==> src/common/stop_clock_pkg.sv <==
// Constants shared by the stop-clock gating control design.
package stop_clock_pkg;

  // Register offsets on the byte-wide configuration port.
  localparam logic [2:0] REG_MEM_EN_OFFSET = 3'h4;
  localparam logic [2:0] REG_SPARE_OFFSET = 3'h6;

  // Power-up defaults and the answer to an unmapped read.
  localparam logic [7:0] MEM_EN_RESET = 8'hff;
  localparam logic [7:0] SPARE_RESET = 8'hff;
  localparam logic [7:0] UNMAPPED_READ = 8'h00;

  // Field layout of the memory clock enable register, and the bus clock and strap pin counts.
  localparam int MEM_EN_LSB = 0;
  localparam int MEM_CLK_COUNT = 4;
  localparam int BUS_CLK_COUNT = 6;
  localparam int STRAP_COUNT = 4;

  // Clock generation: processor clock is clk/2, bus clock clk/4.
  localparam logic PROC_PHASE_RESET = 1'b0;
  localparam logic [1:0] BUS_CNT_RESET = 2'h0;
  localparam logic [1:0] BUS_CNT_LAST = 2'h3;
  localparam int BUS_HIGH_BIT = 1;

  // Timing figures in processor or bus clock cycles and their clk equivalents.
  localparam int CLK_PER_PROC_CYCLE = 2;
  localparam int CLK_PER_BUS_CYCLE = 4;
  localparam int PROC_MIN_RUN_CYCLES = 100;
  localparam int PROC_LATENCY_LIMIT_CYCLES = 4;
  localparam int BUS_MIN_RUN_CYCLES = 10;
  localparam int PROC_MIN_RUN_CLKS = PROC_MIN_RUN_CYCLES * CLK_PER_PROC_CYCLE;
  localparam int BUS_MIN_RUN_CLKS = BUS_MIN_RUN_CYCLES * CLK_PER_BUS_CYCLE;

  // Strap sampling window after reset release, in clk cycles.
  localparam logic [1:0] STRAP_SETTLE_RESET = 2'h0;
  localparam logic [1:0] STRAP_SETTLE_LAST = 2'h3;
  localparam logic [3:0] STRAP_SYNC_RESET = 4'h0;

  // Stop synchroniser reset level: clocks run.
  localparam logic STOP_SYNC_RESET = 1'b1;
  localparam logic RUN_RESET = 1'b1;

endpackage : stop_clock_pkg

==> src/common/gate_if.sv <==
// Handshake between the clock generator and one stop-input gating unit.
`timescale 1ns/1ps
interface gate_if;
  logic boundary;
  logic run;
  modport ctrl (output boundary, input run);
  modport unit (input boundary, output run);
endinterface : gate_if

==> src/core/stop_clock_gating_control.sv <==
// Output gating of the processor, bus and upper memory clocks with strap capture.
// Functional notes
// - Memory enable register, bits 3..0, reset ones.
// - Disabled memory clock held low, no switching.
// - Spare register reads ones, writes ignored.
// - Processor stop input synchronised before gating.
// - Other clocks keep running during processor stop.
// - Processor clock stops low, restarts full high.
// - Processor stop and restart under four cycles.
// - Bus stop synchronised, gates bus clocks 0..5.
// - Bus clocks stop low, restart full high.
// - Bus clocks resume next rise, stop one cycle.
// - Latencies counted on the internal processor clock.
// - Dual-function pins sampled into four-bit latch.
// - After reset pins drive clocks, latch kept.
`timescale 1ns/1ps
module stop_clock_gating_control
  import stop_clock_pkg::*;
(
  input wire logic clk,
  input wire logic reset_n,
  input wire logic proc_stop_n,
  input wire logic bus_stop_n,
  input wire logic reg_wr_en,
  input wire logic reg_rd_en,
  input wire logic [2:0] reg_addr,
  input wire logic [7:0] reg_wdata,
  output logic [7:0] reg_rdata,
  output logic processor_clock_out,
  output logic [BUS_CLK_COUNT-1:0] stoppable_bus_clock_out,
  output logic [MEM_CLK_COUNT-1:0] memory_clock_out,
  input wire logic [STRAP_COUNT-1:0] dual_pin_in,
  output logic [STRAP_COUNT-1:0] dual_pin_out,
  output logic [STRAP_COUNT-1:0] dual_pin_oe_n,
  output logic [STRAP_COUNT-1:0] power_up_default
);

  typedef struct packed {
    // Divider state; the stop inputs never reach these two fields.
    logic proc_phase;
    logic [1:0] bus_cnt;
    logic [7:0] mem_en;
    logic [MEM_CLK_COUNT-1:0] mem_gate;
    logic proc_out;
    logic [BUS_CLK_COUNT-1:0] bus_out;
    logic [MEM_CLK_COUNT-1:0] mem_out;
    logic bus_free_out;
    logic [7:0] rdata;
    // Strap capture runs once after each reset.
    logic [1:0] settle_cnt;
    logic straps_done;
    logic [STRAP_COUNT-1:0] strap_sync1;
    logic [STRAP_COUNT-1:0] strap_sync2;
    logic [STRAP_COUNT-1:0] strap_latch;
  } top_state_t;

  top_state_t q;
  top_state_t d;

  gate_if proc_gate ();
  gate_if bus_gate ();

  logic proc_phase_next;
  logic [1:0] bus_cnt_next;
  logic proc_boundary;
  logic bus_boundary;
  logic proc_run;
  logic bus_run;
  logic settle_done;
  logic [MEM_CLK_COUNT-1:0] mem_en_low;
  logic [7:0] read_word;

  // Both stop inputs are sampled and measured on clk, the internal processor reference.
  // Each input has its own unit, so one stop never delays or masks the other.
  stop_sync_gate proc_unit (
    .clk(clk),
    .reset_n(reset_n),
    .stop_n(proc_stop_n),
    .gate(proc_gate.unit)
  );

  stop_sync_gate bus_unit (
    .clk(clk),
    .reset_n(reset_n),
    .stop_n(bus_stop_n),
    .gate(bus_gate.unit)
  );

  // A boundary is the edge after which the clock enters its low phase.
  // The bus count wraps from three to zero, so its boundary falls every fourth clk.
  assign proc_boundary = q.proc_phase;
  assign bus_boundary = (q.bus_cnt == BUS_CNT_LAST);
  assign proc_gate.boundary = proc_boundary;
  assign bus_gate.boundary = bus_boundary;

  // Run levels, enable field and strap timing seen by the next-state logic.
  assign proc_run = proc_gate.run;
  assign bus_run = bus_gate.run;
  assign mem_en_low = q.mem_en[MEM_EN_LSB +: MEM_CLK_COUNT];
  assign settle_done = (q.settle_cnt == STRAP_SETTLE_LAST);

  // Free-running dividers; stop inputs never touch them, so all other clocks run on.
  always_comb begin
    proc_phase_next = ~q.proc_phase;
    bus_cnt_next = q.bus_cnt + 2'h1;
  end

  // Read multiplexer. It sees the stored byte, so a write in the same cycle is not yet visible.
  always_comb begin
    case (reg_addr)
      REG_MEM_EN_OFFSET: begin
        read_word = q.mem_en;
      end
      REG_SPARE_OFFSET: begin
        read_word = SPARE_RESET;
      end
      default: begin
        read_word = UNMAPPED_READ;
      end
    endcase
  end

  always_comb begin
    d = q;
    d.proc_phase = proc_phase_next;
    d.bus_cnt = bus_cnt_next;

    // Processor clock: run changes only at a boundary, so output holds low and the
    // first high phase after restart is a whole one. Worst case is two clk of
    // synchroniser plus two clk to the boundary, well under four processor cycles.
    d.proc_out = proc_phase_next & proc_run;

    // Bus clocks: high in the upper half of the four-clk count, gated the same way.
    for (int i = 0; i < BUS_CLK_COUNT; i++) begin
      d.bus_out[i] = bus_cnt_next[BUS_HIGH_BIT] & bus_run;
    end
    d.bus_free_out = bus_cnt_next[BUS_HIGH_BIT];

    // Memory enables are taken at a processor boundary so a change mid-phase cannot clip a pulse.
    if (proc_boundary) begin
      d.mem_gate = mem_en_low;
    end
    // Bit i of the field and of memory_clock_out stands for memory clock 8+i.
    for (int i = 0; i < MEM_CLK_COUNT; i++) begin
      d.mem_out[i] = proc_phase_next & d.mem_gate[i];
    end

    // Register writes. Only the low four enable bits steer logic; the upper ones are written and read back but drive nothing.
    if (reg_wr_en) begin
      case (reg_addr)
        REG_MEM_EN_OFFSET: begin
          d.mem_en = reg_wdata;
        end
        REG_SPARE_OFFSET: begin
          // The spare byte takes the write and stores nothing, so it always reads back ones.
          d.mem_en = q.mem_en;
        end
        default: begin
          d.mem_en = q.mem_en;
        end
      endcase
    end

    // Register reads, answered one cycle after the strobe.
    if (reg_rd_en) begin
      d.rdata = read_word;
    end

    // Strap capture: the pins stay inputs while the settle count runs after reset, then
    // the synchronised level is latched once and the pins turn into clock outputs.
    d.strap_sync1 = dual_pin_in;
    d.strap_sync2 = q.strap_sync1;
    if (!q.straps_done) begin
      if (settle_done) begin
        d.strap_latch = q.strap_sync2;
        d.straps_done = 1'b1;
      end else begin
        d.settle_cnt = q.settle_cnt + 2'h1;
      end
    end
  end

  always_ff @(posedge clk) begin
    if (!reset_n) begin
      // Reset puts every clock low, so the first high phase after release is a whole one.
      q.proc_phase <= PROC_PHASE_RESET;
      q.bus_cnt <= BUS_CNT_RESET;
      q.mem_en <= MEM_EN_RESET;
      q.mem_gate <= MEM_EN_RESET[MEM_EN_LSB +: MEM_CLK_COUNT];
      q.proc_out <= 1'b0;
      q.bus_out <= '0;
      q.mem_out <= '0;
      q.bus_free_out <= 1'b0;
      q.rdata <= UNMAPPED_READ;
      q.settle_cnt <= STRAP_SETTLE_RESET;
      q.straps_done <= 1'b0;
      q.strap_sync1 <= STRAP_SYNC_RESET;
      q.strap_sync2 <= STRAP_SYNC_RESET;
      q.strap_latch <= STRAP_SYNC_RESET;
    end else begin
      q <= d;
    end
  end

  // Output drive. The latch is never rewritten after capture, so the values are kept.
  // The pins turn round once per reset, so the clock they carry later cannot reach the latch.
  always_comb begin
    reg_rdata = q.rdata;
    processor_clock_out = q.proc_out;
    stoppable_bus_clock_out = q.bus_out;
    memory_clock_out = q.mem_out;
    power_up_default = q.strap_latch;
    // The pins carry the free bus clock once straps are taken; the enable is active low.
    for (int i = 0; i < STRAP_COUNT; i++) begin
      dual_pin_out[i] = q.straps_done & q.bus_free_out;
      dual_pin_oe_n[i] = ~q.straps_done;
    end
  end

endmodule : stop_clock_gating_control

==> src/core/stop_sync_gate.sv <==
// Synchroniser and low-phase run latch for one asynchronous stop input.
`timescale 1ns/1ps
module stop_sync_gate
  import stop_clock_pkg::*;
(
  input wire logic clk,
  input wire logic reset_n,
  input wire logic stop_n,
  gate_if.unit gate
);

  typedef struct packed {
    logic sync1;
    logic sync2;
    logic run;
  } unit_state_t;

  unit_state_t q;
  unit_state_t d;

  always_comb begin
    d = q;
    d.sync1 = stop_n;
    d.sync2 = q.sync1;
    // The run level only moves at a boundary whose next phase is low, so no runt pulse appears.
    if (gate.boundary) begin
      d.run = q.sync2;
    end
  end

  always_ff @(posedge clk) begin
    if (!reset_n) begin
      q.sync1 <= STOP_SYNC_RESET;
      q.sync2 <= STOP_SYNC_RESET;
      q.run <= RUN_RESET;
    end else begin
      q <= d;
    end
  end

  assign gate.run = q.run;

endmodule : stop_sync_gate

==> config.mk <==
export PLATFORM = sky130hd
export DESIGN_NAME = stop_clock_gating_control
export DESIGN_NICKNAME = d
export VERILOG_FILES = /design/src/common/stop_clock_pkg.sv /design/src/common/gate_if.sv /design/src/core/stop_clock_gating_control.sv /design/src/core/stop_sync_gate.sv
export SDC_FILE = /design/constraint.sdc
export NUM_CORES = 1
export LEC_CHECK = 0
export ABC_AREA = 1
export BUFFER_PORTS_ARGS = -buffer_cell sky130_fd_sc_hd__buf_2
export CORE_MARGIN = 2
export CORE_UTILIZATION = 40
export DETAILED_ROUTE_END_ITERATION = 10
export PLACE_DENSITY = 0.73
export SYNTH_ARGS = -nofsm -noshare
export SYNTH_HDL_FRONTEND = slang
export SYNTH_SLANG_ARGS = --single-unit
==> constraint.sdc <==
create_clock -name clk -period 1.34 [get_ports clk]
set_clock_uncertainty 0.2 [all_clocks]
set_input_delay 0.268 -clock clk [delete_from_list [all_inputs] [get_ports clk]]
set_output_delay 0.268 -clock clk [all_outputs]
set_load 0.03 [all_outputs]
==> results.cfg <==
[status]
status = finished with violations
violations = negative setup slack

[floorplan]
dieArea_mm2 = 0.005358
io_pins = 52
die_y_um = 73.20
coreArea_mm2 = 0.004661
num_rows = 25
die_w_um = 73.20
start_util_pct = 41.10

[setup_path]
worst_setup_path_end_kind = primary output
cpMaxStageDelayCell = dfxtp_2
worstPathArrival_ps = 940
start_kind = register
path_class = reg -> out
rr_startpoint = q[48]
path_cells = inv_2, buf_4
max_stage_delay_ps = 350
cp_max_fo = 5
worstPathRequired_ps = 870
crit_path_start = q[12]

[sta]
setup_tns_ps = -452.7
hold_violations = 0
finalMaxSlewViolations = 0
fin_ws_ps = -67.08
finalSetupViolCount = 8
grt_setup_unrepaired = yes
max-slew-margin-rel_pct = 80.77
clock.fmax_ghz = 0.7107
worst-slew-pin-transition_ps = 288.1
fin_hold_ws_ps = 5.330
period_share_pct = 105.0
min_period_ps = 1407

[finish]
drive_above_1_share_pct = 28.94
n_fill_cell = 454
fin_nets = 295
insertedDiodeCount = 0
final_area_mm2 = 0.002341
utilization_pct = 50.23
finalNonFillerCells = 327
area_delta_synth_final_pct = 22.21

[global_routing]
grt_pass1_wl_um = 5506
globalRouteOverflowTotal = 0
grt_antenna_before_repair = 0
grt_use_total_pct = 13.44
grt_pass1_vias = 1302
grt_max_degree = 19

[synth]
ys_warn_count = 0
synth-edff-count = 0
syn_nets = 257
synth_common_cells = dfxtp_1 (50), nand2_1 (38), inv_1 (31)
synthTopCellsByArea = dfxtp_1 (52%), buf_4 (11%), nand2_1 (7.4%)
synthDominantAreaCellType = dfxtp_1
synth_seq_cells = 50
syn-instance-count = 234
synth_cell_types = 18
synth_top_area_share_pct = 52.25
ys_seq_area_share_pct = 52.25
syn_area_mm2 = 0.001916
syn_area_per_cell_um2 = 8.186
synth_async_sr_flop_share_pct = 0
ys.flop_type = dfxtp_1
yosysMostFrequentCell = dfxtp_1

[placement]
dp.cells = 310
placed_area_mm2 = 0.002032
port_buffers = 51
gp_congestion = 0.7680
hpwlAfterDp_um = 2304
pre_cts_ws_ps = 111.3

[detailed_routing]
firstDrtPassIters = 4
wirelength_um = 3246
vias = 1437
drtIter0Drc = 62
avgRoutedWirePerCell_um = 9.927
drc = 0
via_per_inst = 4.394
ant_nets = 0

[hold_path]
hold_class = in -> reg
hp-start = reg_wdata[6]

[power]
pwr-share-seq_pct = 50.6
power.leakage_nw = 1.241
clkPwrFrac_pct = 27.6
irDropWorstVdd_mv = 0.6544
p_comb_share_pct = 21.9
p_total_mw = 3.315
power_density_mw_per_mm2 = 1416
internal_power_mw = 2.296
swShare_pct = 30.74
switching_power_mw = 1.019

[clock_tree]
clk_latency_ps = 300
htreeDepth = 2
cts_buffers = 5
path_clk_slew_ps = 100
cts.sinks = 50
cts_root_buffer = clkbuf_8
cts_tree = yes
cts.path.max_buffers = 2

[run]
maxCapViolations = 0
-- cell type report --
cell class                 instances  area, µm²  share of cell area, %
inverter                          32      122.6                  5.238
sequential                        50       1007                  43.03
clock inverter                     3      28.78                  1.229
clock buffer                       5      68.82                  2.940
tap                               54      67.56                  2.886
timing repair buffer              66      495.5                  21.17
multi-input combinational        117      550.5                  23.52
-- registers in the layout (all words and copies together), names as in the netlist, named ones only --
register	flops
bus_unit.d	1
bus_unit.gate.run	1
bus_unit.q	1
d	4
mem_en_low	4
memory_clock_out	4
power_up_default	4
proc_boundary	1
proc_unit.d	1
proc_unit.gate.run	1
proc_unit.q	1
processor_clock_out	1
q	15
reg_rdata	8
stoppable_bus_clock_out	1
-- per-layer routing --
metal	share of wire (%)	GRT usage, %	up-vias	wire (µm)
met5	0	0	-	0
met4	1.7	5.350	0	55
met3	5.6	5.387	8	182
met2	48	22.52	48	1573
met1	44	15.17	613	1435
li1	-	-	768	-
-- final timing paths --
path                       end  slack [ps]  cells past startpoint
min reg2reg      bus_unit.q[1]         220                      1
min                      q[45]           5                      3
max reg2reg  bus_unit.gate.run         110                      4
max           dual_pin_oe_n[1]         -70                      2
-- cell usage in the layout (no fill, tap or decap), drive strengths merged --
cell type	Yosys	routed
a21oi	13	13
buf	35	56
clkbuf	0	8
clkinv	0	1
dfxtp	50	50
dlygate4sd3	0	7
ha	2	2
inv	32	34
nand2	39	39
nand3	24	24
nor2	23	23
nor3	1	1
o211ai	1	1
o21ai	10	10
or2	4	4
-- kinds of logic (layout without fill, tap and decap cells) --
group | count (synthesis) | after routing | synth area share, %
AO/OA/AOI/OAI | 24 | 24 | 6.401
adder cells (fa/ha/maj) | 2 | 2 | 1.306
buffers and inverters | 67 | 106 | 19.40
flip-flops | 50 | 50 | 52.25
AND/OR/NAND/NOR | 91 | 91 | 20.64
-- power groups by stage --
stage	logic (mW)	clock network, mW	registers (mW)
after floorplan	0.556	0	1.70
after global placement	0.594	0	1.70
after detailed placement	0.606	0	1.70
after CTS	0.674	0.939	1.67
after global routing	0.797	1.01	1.69
final	0.725	0.914	1.68
-- critical path: cells and delay by family (launching register included) --
| family | cells | cell delay [ps] |
|---|---|---|
| buf+inv | 2 | 290 |
| flops | 1 | 350 |
-- timing repair --
action,4_1_cts,5_1_grt
cloned,0,0
gates resized for setup,22,35
hold buffers,6,1
setup buffers,2,0
endpoints found under the hold margin,6,1
setup endpoints to repair,14,27
Power figures use the tool's default switching activity.
